==> config.mk <==
export PLATFORM = sky130hd
export DESIGN_NAME = utrc_core
export DESIGN_NICKNAME = d
export VERILOG_FILES = /design/src/utrc_pkg.sv /design/src/utrc_core.sv
export SDC_FILE = /design/constraint.sdc
export NUM_CORES = 1
export LEC_CHECK = 0
export ABC_CLOCK_PERIOD_IN_PS = 4000
export BUFFER_PORTS_ARGS = -buffer_cell sky130_fd_sc_hd__buf_2
export CORE_UTILIZATION = 59
export CTS_CLUSTER_DIAMETER = 30
export DETAILED_ROUTE_END_ITERATION = 12
export HOLD_SLACK_MARGIN = 0.02
export PLACE_DENSITY = 0.83
export SETUP_SLACK_MARGIN = 0.1
export SLEW_MARGIN = 10
export SYNTH_ARGS = -nofsm -noshare
export SYNTH_HDL_FRONTEND = slang
export SYNTH_SLANG_ARGS = --single-unit
==> constraint.sdc <==
create_clock -name clk -period 4 [get_ports clk]
set_input_delay 1.2 -clock clk [delete_from_list [all_inputs] [get_ports clk]]
set_output_delay 1.2 -clock clk [all_outputs]
set_load 0.05 [all_outputs]
==> src/utrc_pkg.sv <==
// Package for the serial transmit and receive core: map, fields, types
package utrc_pkg;

    // Register byte offsets on the Avalon-MM slave
    localparam logic [4:0] ADDR_MODE = 5'h00;
    localparam logic [4:0] ADDR_BAUD = 5'h04;
    localparam logic [4:0] ADDR_TXBUF = 5'h08;
    localparam logic [4:0] ADDR_TXSTAT = 5'h0C;
    localparam logic [4:0] ADDR_RXBUF = 5'h10;
    localparam logic [4:0] ADDR_RXERR = 5'h14;

    // Values after reset
    localparam logic [7:0] MODE_RST = 8'h00;
    localparam logic [7:0] BAUD_RST = 8'hFF;
    localparam logic [7:0] RXBUF_RST = 8'hFF;
    localparam logic [11:0] LINE_IDLE = 12'hFFF;

    // Field positions
    localparam int TXSTAT_BUSY_BIT = 0;
    localparam int TXSTAT_FULL_BIT = 1;
    localparam int ERR_OVR_BIT = 0;
    localparam int ERR_PAR_BIT = 1;
    localparam int ERR_FRM_BIT = 2;

    // Data lengths in bits
    localparam logic [3:0] DATA_BITS_LONG = 4'h8;
    localparam logic [3:0] DATA_BITS_SHORT = 4'h7;

    typedef enum logic [1:0] {
        PAR_NONE = 2'h0,
        PAR_ZERO = 2'h1,
        PAR_ODD = 2'h2,
        PAR_EVEN = 2'h3
    } utrc_parity_t;

    // Operation mode register, bit 7 down to bit 0
    typedef struct packed {
        logic power;
        logic tx_en;
        logic rx_en;
        utrc_parity_t parity;
        logic len8;
        logic stop2;
        logic merge;
    } utrc_mode_t;

    // Reception error flags, bit 2 down to bit 0
    typedef struct packed {
        logic framing;
        logic parity;
        logic overrun;
    } utrc_err_t;

    typedef struct packed {
        logic [3:0] nbits;
        logic [11:0] bits;
    } utrc_txframe_t;

    typedef enum logic [2:0] {
        TX_IDLE = 3'b001,
        TX_LOAD = 3'b010,
        TX_SHIFT = 3'b100
    } utrc_tx_state_t;

    typedef enum logic [2:0] {
        RX_IDLE = 3'b001,
        RX_START = 3'b010,
        RX_BITS = 3'b100
    } utrc_rx_state_t;

endpackage

==> src/utrc_core.sv <==
// Serial transmit and receive core with an Avalon-MM register slave
// Contract
// - Powered and idle, the serial output stays at the high idle level.
// - Enabled write to transmit buffer starts a frame with start, parity if configured, stop added.
// - Transmit done pulses right after the last stop bit; then the line idles unless the buffer is full.
// - Next byte is accepted once shifting starts, so frames follow without gap.
// - Transmit status bit 1 is buffer full; 1 forbids a write.
// - Transmit status bit 0 is shift busy while a frame is in progress.
// - After a write to an idle transmitter full and busy step 10, 11, then 01.
// - Reception samples the input only after power and then receive enable.
// - Falling edge starts a count of the divisor; low then confirms a start.
// - Bits shift in at baud rate; stop bit raises done and fills the buffer.
// - On overrun the receive buffer keeps its old byte.
// - Parity mismatch does not abort; error is signalled at frame end.
// - Receiver checks one stop bit only and ignores a second.
// - With merge 0, any error flag set by a frame gives an error request at its end.
// - Parity error when received parity disagrees with the configured even or odd parity.
// - Framing error when the stop bit position is not high.
// - Overrun error when a frame ends before the buffer was read.
// - Reading the error status register clears only the flags that the read returned.
// - Frame: start, 7 or 8 data, optional even, odd or zero parity, 1 or 2 stops.
// - Even parity flags odd ones count, odd flags even; zero and none never.
// - Merge 0 gives errors on the error request; merge 1 on receive done.
// - Overrun, parity and framing flags sit at error status bits 0 to 2.
`timescale 1ns/1ps
module utrc_core (
    // Clock and reset
    input wire logic clk,
    input wire logic rst_b,
    // Avalon-MM slave
    input wire logic [4:0] avs_address,
    input wire logic avs_read,
    input wire logic avs_write,
    input wire logic [31:0] avs_writedata,
    input wire logic [3:0] avs_byteenable,
    output logic [31:0] avs_readdata,
    output logic avs_waitrequest,
    // Serial lines
    output logic serial_out_pin,
    input wire logic serial_in_pin,
    // Interrupt requests
    output logic tx_done_irq,
    output logic rx_done_irq,
    output logic rx_error_irq
);

    utrc_pkg::utrc_mode_t operation_mode_reg;
    logic [7:0] baud_divisor_reg;
    logic [7:0] tx_buffer;
    logic tx_buffer_full;
    logic [11:0] tx_shift_reg;
    logic [3:0] tx_bits_left;
    logic [8:0] tx_cnt;
    utrc_pkg::utrc_tx_state_t tx_state;
    logic [7:0] rx_shift_reg;
    logic [7:0] rx_buffer;
    logic rx_unread;
    utrc_pkg::utrc_err_t rx_error_status_reg;
    logic [3:0] rx_bits_left;
    logic [8:0] rx_cnt;
    utrc_pkg::utrc_rx_state_t rx_state;
    logic rx_prev;
    logic power_seen;
    logic bus_ack;
    logic [2:0] err_snapshot;

    logic unit_power_on;
    logic tx_run;
    logic rx_run;
    logic bus_done;
    logic reg_wr;
    logic tx_wr;
    logic rx_buf_rd;
    logic rx_err_rd;
    logic tx_shift_busy;
    logic [8:0] bit_period;
    logic tx_tick;
    logic rx_tick;
    logic rx_half;
    logic rx_level;
    logic rx_has_par;
    logic rx_frame_end;
    logic [7:0] rx_data;
    logic rx_par_bit;
    logic rx_par_chk;
    logic rx_par_bad_q;
    utrc_pkg::utrc_err_t rx_new_err;
    utrc_pkg::utrc_txframe_t tx_next_frame;
    logic [7:0] next_readdata;

    // Build the whole frame at load time so the shifter only moves ones in
    function automatic utrc_pkg::utrc_txframe_t build_frame(
        input logic [7:0] d,
        input utrc_pkg::utrc_mode_t m
    );
        utrc_pkg::utrc_txframe_t f;
        logic [7:0] dm;
        logic p;
        logic [3:0] len;
        logic [3:0] pos;
        f.bits = utrc_pkg::LINE_IDLE;
        f.bits[0] = 1'b0;
        dm = m.len8 ? d : {1'b0, d[6:0]};
        len = m.len8 ? utrc_pkg::DATA_BITS_LONG : utrc_pkg::DATA_BITS_SHORT;
        case (m.parity)
            utrc_pkg::PAR_EVEN: p = ^dm;
            utrc_pkg::PAR_ODD: p = ~^dm;
            default: p = 1'b0;
        endcase
        for (int i = 0; i < 8; i++) begin
            if (4'(i) < len) begin
                f.bits[i + 1] = dm[i];
            end
        end
        pos = len + 4'h1;
        if (m.parity != utrc_pkg::PAR_NONE) begin
            f.bits[pos] = p;
            pos = pos + 4'h1;
        end
        f.nbits = pos + (m.stop2 ? 4'h2 : 4'h1);
        build_frame = f;
    endfunction

    assign unit_power_on = operation_mode_reg.power;
    assign tx_run = unit_power_on & operation_mode_reg.tx_en;
    // Power must be seen one cycle before receive enable counts
    assign rx_run = power_seen & unit_power_on & operation_mode_reg.rx_en;
    assign rx_level = unit_power_on ? serial_in_pin : 1'b1;
    assign bit_period = {baud_divisor_reg, 1'b0};
    assign tx_tick = (tx_cnt == bit_period - 9'h001);
    assign rx_tick = (rx_cnt == bit_period - 9'h001);
    assign rx_half = (rx_cnt == {1'b0, baud_divisor_reg} - 9'h001);
    assign tx_shift_busy = (tx_state != utrc_pkg::TX_IDLE);
    assign tx_next_frame = build_frame(tx_buffer, operation_mode_reg);
    assign rx_has_par = (operation_mode_reg.parity != utrc_pkg::PAR_NONE);

    // Bus handshake: one wait cycle, then the access completes
    assign avs_waitrequest = (avs_read | avs_write) & ~bus_ack;
    assign bus_done = (avs_read | avs_write) & bus_ack;
    assign reg_wr = bus_done & avs_write & avs_byteenable[0];
    assign tx_wr = reg_wr & (avs_address == utrc_pkg::ADDR_TXBUF) & tx_run;
    assign rx_buf_rd = bus_done & avs_read & (avs_address == utrc_pkg::ADDR_RXBUF);
    assign rx_err_rd = bus_done & avs_read & (avs_address == utrc_pkg::ADDR_RXERR);

    always_ff @(posedge clk or negedge rst_b) begin
        if (!rst_b) begin
            bus_ack <= 1'b0;
        end else begin
            bus_ack <= (avs_read | avs_write) & ~bus_ack;
        end
    end

    always_comb begin
        next_readdata = 8'h00;
        case (avs_address)
            utrc_pkg::ADDR_MODE: next_readdata = operation_mode_reg;
            utrc_pkg::ADDR_BAUD: next_readdata = baud_divisor_reg;
            utrc_pkg::ADDR_TXSTAT: begin
                next_readdata[utrc_pkg::TXSTAT_FULL_BIT] = tx_buffer_full;
                next_readdata[utrc_pkg::TXSTAT_BUSY_BIT] = tx_shift_busy;
            end
            utrc_pkg::ADDR_RXBUF: next_readdata = rx_buffer;
            utrc_pkg::ADDR_RXERR: next_readdata = {5'h00, rx_error_status_reg};
            default: next_readdata = 8'h00;
        endcase
    end

    always_ff @(posedge clk or negedge rst_b) begin
        if (!rst_b) begin
            avs_readdata <= 32'h0000_0000;
            err_snapshot <= 3'h0;
        end else if (avs_read & ~bus_ack) begin
            avs_readdata <= {24'h000000, next_readdata};
            err_snapshot <= rx_error_status_reg;
        end
    end

    always_ff @(posedge clk or negedge rst_b) begin
        if (!rst_b) begin
            operation_mode_reg <= utrc_pkg::MODE_RST;
            baud_divisor_reg <= utrc_pkg::BAUD_RST;
        end else if (reg_wr) begin
            if (avs_address == utrc_pkg::ADDR_MODE) begin
                operation_mode_reg <= avs_writedata[7:0];
            end
            if (avs_address == utrc_pkg::ADDR_BAUD) begin
                baud_divisor_reg <= avs_writedata[7:0];
            end
        end
    end

    always_ff @(posedge clk or negedge rst_b) begin
        if (!rst_b) begin
            power_seen <= 1'b0;
        end else begin
            power_seen <= unit_power_on;
        end
    end

    // Transmit buffer; a write while full overwrites, which software must avoid
    always_ff @(posedge clk or negedge rst_b) begin
        if (!rst_b) begin
            tx_buffer <= 8'h00;
            tx_buffer_full <= 1'b0;
        end else if (!tx_run) begin
            tx_buffer_full <= 1'b0;
        end else if (tx_wr) begin
            tx_buffer <= avs_writedata[7:0];
            tx_buffer_full <= 1'b1;
        end else if (tx_state == utrc_pkg::TX_LOAD) begin
            tx_buffer_full <= 1'b0;
        end
    end

    // Transmit shifter; idle contents are all ones so the pin idles high
    always_ff @(posedge clk or negedge rst_b) begin
        if (!rst_b) begin
            tx_state <= utrc_pkg::TX_IDLE;
            tx_shift_reg <= utrc_pkg::LINE_IDLE;
            tx_bits_left <= 4'h0;
            tx_cnt <= 9'h000;
            tx_done_irq <= 1'b0;
        end else if (!tx_run) begin
            tx_state <= utrc_pkg::TX_IDLE;
            tx_shift_reg <= utrc_pkg::LINE_IDLE;
            tx_cnt <= 9'h000;
            tx_done_irq <= 1'b0;
        end else begin
            tx_done_irq <= 1'b0;
            case (tx_state)
                utrc_pkg::TX_IDLE: begin
                    tx_cnt <= 9'h000;
                    if (tx_buffer_full) begin
                        tx_state <= utrc_pkg::TX_LOAD;
                        tx_shift_reg <= tx_next_frame.bits;
                        tx_bits_left <= tx_next_frame.nbits;
                    end
                end
                utrc_pkg::TX_LOAD, utrc_pkg::TX_SHIFT: begin
                    tx_state <= utrc_pkg::TX_SHIFT;
                    tx_cnt <= tx_cnt + 9'h001;
                    if (tx_tick) begin
                        tx_cnt <= 9'h000;
                        tx_shift_reg <= {1'b1, tx_shift_reg[11:1]};
                        tx_bits_left <= tx_bits_left - 4'h1;
                        if (tx_bits_left == 4'h1) begin
                            tx_done_irq <= 1'b1;
                            if (tx_buffer_full) begin
                                tx_state <= utrc_pkg::TX_LOAD;
                                tx_shift_reg <= tx_next_frame.bits;
                                tx_bits_left <= tx_next_frame.nbits;
                            end else begin
                                tx_state <= utrc_pkg::TX_IDLE;
                            end
                        end
                    end
                end
                default: tx_state <= utrc_pkg::TX_IDLE;
            endcase
        end
    end

    assign serial_out_pin = tx_shift_reg[0];

    // Receiver
    assign rx_frame_end = (rx_state == utrc_pkg::RX_BITS) & rx_tick & (rx_bits_left == 4'h1);
    assign rx_data = operation_mode_reg.len8 ? rx_shift_reg : {1'b0, rx_shift_reg[7:1]};

    always_comb begin
        rx_new_err.overrun = rx_frame_end & rx_unread;
        rx_new_err.parity = rx_frame_end & rx_par_bad_q;
        rx_new_err.framing = rx_frame_end & ~rx_level;
    end

    // Parity is judged on the captured parity bit, not on a data bit
    assign rx_par_bad_q = rx_has_par & rx_par_chk;

    always_comb begin
        case (operation_mode_reg.parity)
            utrc_pkg::PAR_EVEN: rx_par_chk = ^{rx_data, rx_par_bit};
            utrc_pkg::PAR_ODD: rx_par_chk = ~^{rx_data, rx_par_bit};
            default: rx_par_chk = 1'b0;
        endcase
    end

    always_ff @(posedge clk or negedge rst_b) begin
        if (!rst_b) begin
            rx_state <= utrc_pkg::RX_IDLE;
            rx_prev <= 1'b1;
            rx_cnt <= 9'h000;
            rx_bits_left <= 4'h0;
            rx_shift_reg <= 8'h00;
            rx_par_bit <= 1'b0;
        end else if (!rx_run) begin
            rx_state <= utrc_pkg::RX_IDLE;
            rx_prev <= 1'b1;
            rx_cnt <= 9'h000;
        end else begin
            rx_prev <= rx_level;
            case (rx_state)
                utrc_pkg::RX_IDLE: begin
                    rx_cnt <= 9'h000;
                    if (rx_prev & ~rx_level) begin
                        rx_state <= utrc_pkg::RX_START;
                    end
                end
                utrc_pkg::RX_START: begin
                    rx_cnt <= rx_cnt + 9'h001;
                    if (rx_half) begin
                        rx_cnt <= 9'h000;
                        rx_shift_reg <= 8'h00;
                        rx_bits_left <= (operation_mode_reg.len8 ? utrc_pkg::DATA_BITS_LONG
                            : utrc_pkg::DATA_BITS_SHORT) + {3'h0, rx_has_par} + 4'h1;
                        // A high level here was a glitch, not a start bit
                        rx_state <= rx_level ? utrc_pkg::RX_IDLE : utrc_pkg::RX_BITS;
                    end
                end
                utrc_pkg::RX_BITS: begin
                    rx_cnt <= rx_cnt + 9'h001;
                    if (rx_tick) begin
                        rx_cnt <= 9'h000;
                        rx_bits_left <= rx_bits_left - 4'h1;
                        if (rx_bits_left == 4'h1) begin
                            // Only one stop bit is checked; a second is idle line
                            rx_state <= utrc_pkg::RX_IDLE;
                        end else if (rx_has_par && rx_bits_left == 4'h2) begin
                            rx_par_bit <= rx_level;
                        end else begin
                            rx_shift_reg <= {rx_level, rx_shift_reg[7:1]};
                        end
                    end
                end
                default: rx_state <= utrc_pkg::RX_IDLE;
            endcase
        end
    end

    // Receive buffer; set of unread wins over a read in the same cycle
    always_ff @(posedge clk or negedge rst_b) begin
        if (!rst_b) begin
            rx_buffer <= utrc_pkg::RXBUF_RST;
            rx_unread <= 1'b0;
        end else if (!unit_power_on) begin
            rx_buffer <= utrc_pkg::RXBUF_RST;
            rx_unread <= 1'b0;
        end else if (rx_frame_end && !rx_unread) begin
            rx_buffer <= rx_data;
            rx_unread <= 1'b1;
        end else if (rx_buf_rd) begin
            rx_unread <= 1'b0;
        end
    end

    // Only flags actually returned by the read are cleared, so none is lost
    always_ff @(posedge clk or negedge rst_b) begin
        if (!rst_b) begin
            rx_error_status_reg <= 3'h0;
        end else if (!unit_power_on) begin
            rx_error_status_reg <= 3'h0;
        end else begin
            rx_error_status_reg <= (rx_error_status_reg & ~(rx_err_rd ? err_snapshot : 3'h0))
                | rx_new_err;
        end
    end

    always_ff @(posedge clk or negedge rst_b) begin
        if (!rst_b) begin
            rx_done_irq <= 1'b0;
            rx_error_irq <= 1'b0;
        end else begin
            rx_done_irq <= rx_frame_end & (operation_mode_reg.merge | ~(|rx_new_err));
            rx_error_irq <= rx_frame_end & ~operation_mode_reg.merge & (|rx_new_err);
        end
    end
endmodule

-- Word-level counts from Yosys, hierarchy flattened
Index checks and enable logic that the tools add are counted.
- output and inout bits: 37
- logic and storage cells: 222
- flip-flop bits (word level): 107
- mux-type cells: 76
- magnitude comparators: 10
- reductions and logical operators: 23
- add/sub/neg operators: 11
- bitwise operators: 33
- equality and inequality tests: 37
- operators by type and width (kind ; number):
    $mux W12 ; 6
    $mux W8 ; 8
    $mux W9 ; 5
    $mux W3 ; 12
    $mux W4 ; 8
    $eq A9 B9 Y1 ; 3
    $pmux W9 S3 ; 1
    $pmux W12 S2 ; 1
    $pmux W6 S4 ; 1
    $and A1 B1 Y1 ; 23
    $mux W1 ; 21
    $add A9 B1 Y9 const B ; 2
    $pmux W9 S2 ; 1
    $lt A3 B4 Y1 const A ; 4
    $pmux W4 S2 ; 2
    $pmux W8 S2 ; 1
    $ne A3 B3 Y1 const B ; 5
    $add A4 B1 Y4 const B ; 3
    $bwmux W12 ; 1
    $ne A2 B2 Y1 const B ; 6
    $ne A3 B1 Y1 const B ; 4
    $reduce_and A4 Y1 ; 3
    $eq A5 B4 Y1 const B ; 2
    $eq A5 B5 Y1 const B ; 2
    other kinds (44) ; 65

-- Depth between registers and ports, before layout
- depth in word-level cells: 13
- mapped depth: 11
- depth with buffers taken out: 9

-- Worst setup path before layout
Ideal clock, no wire load.
- kind: input -> output
- from: input port avs_read
- to: output port avs_waitrequest
- data required time: 2.800 ns
- setup slack: 0.903 ns
- cell stages on the path: 2
- data arrival time: 1.897 ns
- path buffers: 0
- cell sequence: nor2_1 -> nor2_1
- longest elaborated chain between the ends: 2
- ends and longest elaborated chain (element ; RTL line ; source):
    start: declaration ; utrc_core.sv:32 ; input wire logic avs_read,
    $or A1 B1 Y1 ; utrc_core.sv:138 ; assign avs_waitrequest = (avs_read | avs_write) & ~bus_ack;
    $and A1 B1 Y1 ; utrc_core.sv:138 ;
    end: declaration ; utrc_core.sv:37 ; output logic avs_waitrequest,
No other way between the ends.

-- Final worst setup path
- from: register baud_divisor_reg[0]
- to: register rx_cnt[8]
- longest elaborated chain between the ends: 5
- elaborated cells on any way between the ends: 8
- ends and longest elaborated chain (element ; RTL line ; source):
    start: declaration ; utrc_core.sv:48 ; logic [7:0] baud_divisor_reg;
    start signal: assignment ; utrc_core.sv:181 ; baud_divisor_reg <= utrc_pkg::BAUD_RST;
    start signal: assignment ; utrc_core.sv:187 ; baud_divisor_reg <= avs_writedata[7:0];
    $sub A9 B1 Y9 or $sub A8 B1 Y9 (tied branches) ; utrc_core.sv:131, utrc_core.sv:132 ;
    $eq A9 B9 Y1 (on tied branches) ; utrc_core.sv:131, utrc_core.sv:132 ;
    $mux W9 (on tied branches) ; utrc_core.sv:320, utrc_core.sv:309 ;
    $pmux W9 S3 * ; utrc_core.sv:300 ; case (rx_state)
    $mux W9 * ; utrc_core.sv:294 ; end else if (!rx_run) begin
    end signal: assignment ; utrc_core.sv:308 ; rx_cnt <= rx_cnt + 9'h001;
    end signal: assignment ; utrc_core.sv:319 ; rx_cnt <= rx_cnt + 9'h001;
    end: declaration ; utrc_core.sv:60 ; logic [8:0] rx_cnt;
Every way passes the cells marked *; elsewhere a longest branch is shown, timed or not.
A chain may end at the register's enable or synchronous reset.

==> flow_summary.yaml <==
place:
  dp.cells: 816
  gp_congestion: 0.864
  port_buffers: 31
  hpwl_um: 9740
final_layout:
  nNetsFinal: 749
  instances_no_fill: 832
  largest_register_ffs: 10
  area_growth_pct: 4.87
  finish.utilization_pct: 64.2
  drive_gt1_share_pct: 17.2
  antenna-diode-count: 0
synthesis:
  synth_compound_area_share_pct: 14.4
  synth_warnings: 0
  avgSynthCellArea_sq_um: 9.37
  yosys-top-cells-area: "dfrtp_1, dfstp_2, mux2_2"
  synth_cell_types: 64
  async_reset_ff_share_pct: 100
  synth_flop_cell: "dfrtp_1"
  synthMuxAreaShare_pct: 8.64
  synthAdderAreaFrac_pct: 2.47
  synth_top_family_by_area: "simple AND/OR/NAND/NOR gates"
  ys_seq_area_share_pct: 41.8
  syn_inst: 680
  ys_ff_latch: 105
  synth_top_area_share_pct: 29.8
  synthXorXnorAreaFrac_pct: 7.64
  synth_area_sq_mm: 0.00637
  synth_edf_count: 0
  synthSimpleGateAreaFrac_pct: 18.2
  synth_top_area_cell: "dfrtp_1"
floorplanning:
  boundaryPins: 83
  die_x_um: 106
  core_area_sq_mm: 0.0104
  die_area_sq_mm: 0.0112
  row_count: 37
  die_h_um: 106
  initial_core_util_pct: 61.2
power:
  ir_drop_uv: 223
  combPwrFrac_pct: 16.1
  pwr_density_cell_mw_per_mm2: 320
  clkPwrFrac_pct: 31.2
  switching_share_pct: 29.8
  cell_internal_pwr_mw: 1.50
  power_frac_seq_pct: 52.7
  power.leakage_nw: 2.99
  power_switching_mw: 0.638
drt:
  via_per_inst: 5.93
  antenna_left: 0
  vias: 4935
  route.detailed.drc: 0
  wire_per_inst_um: 16.2
  routed_wl_um: 13500
  dr.pass1.iters: 5
  drt_iter0_markers: 278
critical_path:
  critPathArrivalTime_ps: 3670
  critPathLaunchType: "register"
  end_kind: "register"
  required_ps: 4220
  crit_fanout: 10
  path_class: "register to register"
grt:
  grt-ovfl-total: 0
  grt_first_pass_wirelength_um: 23000
  grt_max_degree: 86
  antenna_found_initial: 0
  grt_use_total_pct: 25.7
  grt_pass1_vias: 4840
clock_tree:
  ctsHoldBuffers: 0
  clkSinkCount: 105
  cts_made_buffers: 9
  cts_root_buffer: "clkbuf_8"
  clk_latency_ps: 370
  cts_resized: 0
  cts_htree_levels: 3
  clk_pin_slew_ps: 100
  cts_tree: "built"
  max-clock-path-buffers: 2
  postCtsSetupBuffers: 0
sta:
  drv_slew: 0
  period_share_pct: 86.3
  finalClockSkew_ps: 12.9
  max_clock_freq_mhz: 290
  rsz0062_at_grt: "false"
  setup_viol: 0
  worstMarginPinSlew_ps: 1220
  relSlewSlack_pct: 18.8
  fin_tns_setup_ps: 0
  timing.final.hold_violations: 0
  post-route-min-period_ps: 3450
job:
  maxCapViolations: 0
min_path:
  hp-class: "register to register"
status:
  status: "finished clean"
-- routing by layer --
layer,GRT usage [%],wire length (um),vias to the layer above
met5,0,0,-
met4,10.0,316,0
met2,41.6,6520,167
met1,35.4,6000,2401
li1,-,-,2342
met3,3.43,639,25
-- power by group through the flow --
stage	logic (mW)	clock network (mW)	registers (mW)
after floorplan	0.286	0	1.13
after global placement	0.330	0	1.14
after detailed placement	0.341	0	1.14
after CTS	0.342	0.676	1.13
after global routing	0.377	0.716	1.13
final	0.345	0.667	1.13
-- stage by stage --
stage                     setup WS, ps  power, mW  hold slack [ps]  area, sq um
after floorplan                    903       1.41              352         6460
after global placement             748       1.47              463         6490
after detailed placement           571       1.49              470         6490
after CTS                          551       2.14              487         6680
after global routing               350       2.22              516         6680
final                              547       2.14              485         6680
-- worst max-delay path: stages, from the launching register on --
cell	delay (ps)
dfstp_2	660
inv_1	70
ha_1	270
xor2_1	270
xor2_1	120
nor4_1	410
o221ai_1	230
o21bai_1	350
a21boi_1	700
o21ai_0	230
-- layout make-up --
| cell class | count | area, sq um |
|---|---|---|
| Sequential cell | 105 | 2660 |
| Clock inverter | 6 | 67.6 |
| Inverter | 24 | 90.1 |
| Tap cell | 136 | 170 |
| Multi-Input combinational cell | 514 | 3360 |
| Timing Repair Buffer | 37 | 203 |
| Clock buffer | 10 | 128 |
| Fill cell | 832 | 3730 |
-- logic make-up (layout without fill, tap and decap cells) --
kind of cell,count (synthesis),after routing
multiplexers,50,50
AND/OR/NAND/NOR,239,239
buffers and inverters,84,77
adder cells (fa/ha/maj),12,12
XOR/XNOR,46,46
AO/OA/AOI/OAI,143,143
other,1,24
flip-flops,105,105
-- path summary, 6_finish.rpt --
check / depth (start not counted) / from / slack (ps) / endpoint
worst min register to register: 1 / bus_ack / 490 / bus_ack
worst max register to register: 9 / baud_divisor_reg[0] / 550 / rx_cnt[8]
worst min-delay path: 1 / bus_ack / 490 / bus_ack
max in group asynchronous: 2 / rst_b / 2140 / tx_shift_reg[6]
worst max-delay path: 9 / baud_divisor_reg[0] / 550 / rx_cnt[8]
min in group asynchronous: 1 / rst_b / 1020 / tx_cnt[1]
-- layout by cell type, fill, tap and decap left out, drive strengths merged, types with 6 or more instances in the layout --
cell / n
and3: 19
xnor2: 28
dfrtp: 76
or3: 10
nor3b: 6
nor2b: 13
conb: 24
buf: 37
nand3: 24
nand2b: 11
nor3: 11
ha: 11
xor2: 12
mux2i: 19
a21oi: 19
mux2: 30
dfstp: 29
o21ai: 63
inv: 25
a22o: 8
nand2: 70
nor2: 57
clkbuf: 10
-- cell usage after synthesis, drive strengths merged, types with 6 or more instances --
cell / instances
nand2b: 11
mux2: 30
xnor2: 28
nor2: 57
a22o: 8
nor3: 11
clkbuf: 22
nand3: 24
or3: 10
dfrtp: 76
and3: 19
a21oi: 19
o21ai: 63
ha: 11
xor2: 12
mux2i: 19
nand2: 70
buf: 38
dfstp: 29
nor2b: 13
nor3b: 6
inv: 24
Power figures use the tool's default switching activity.
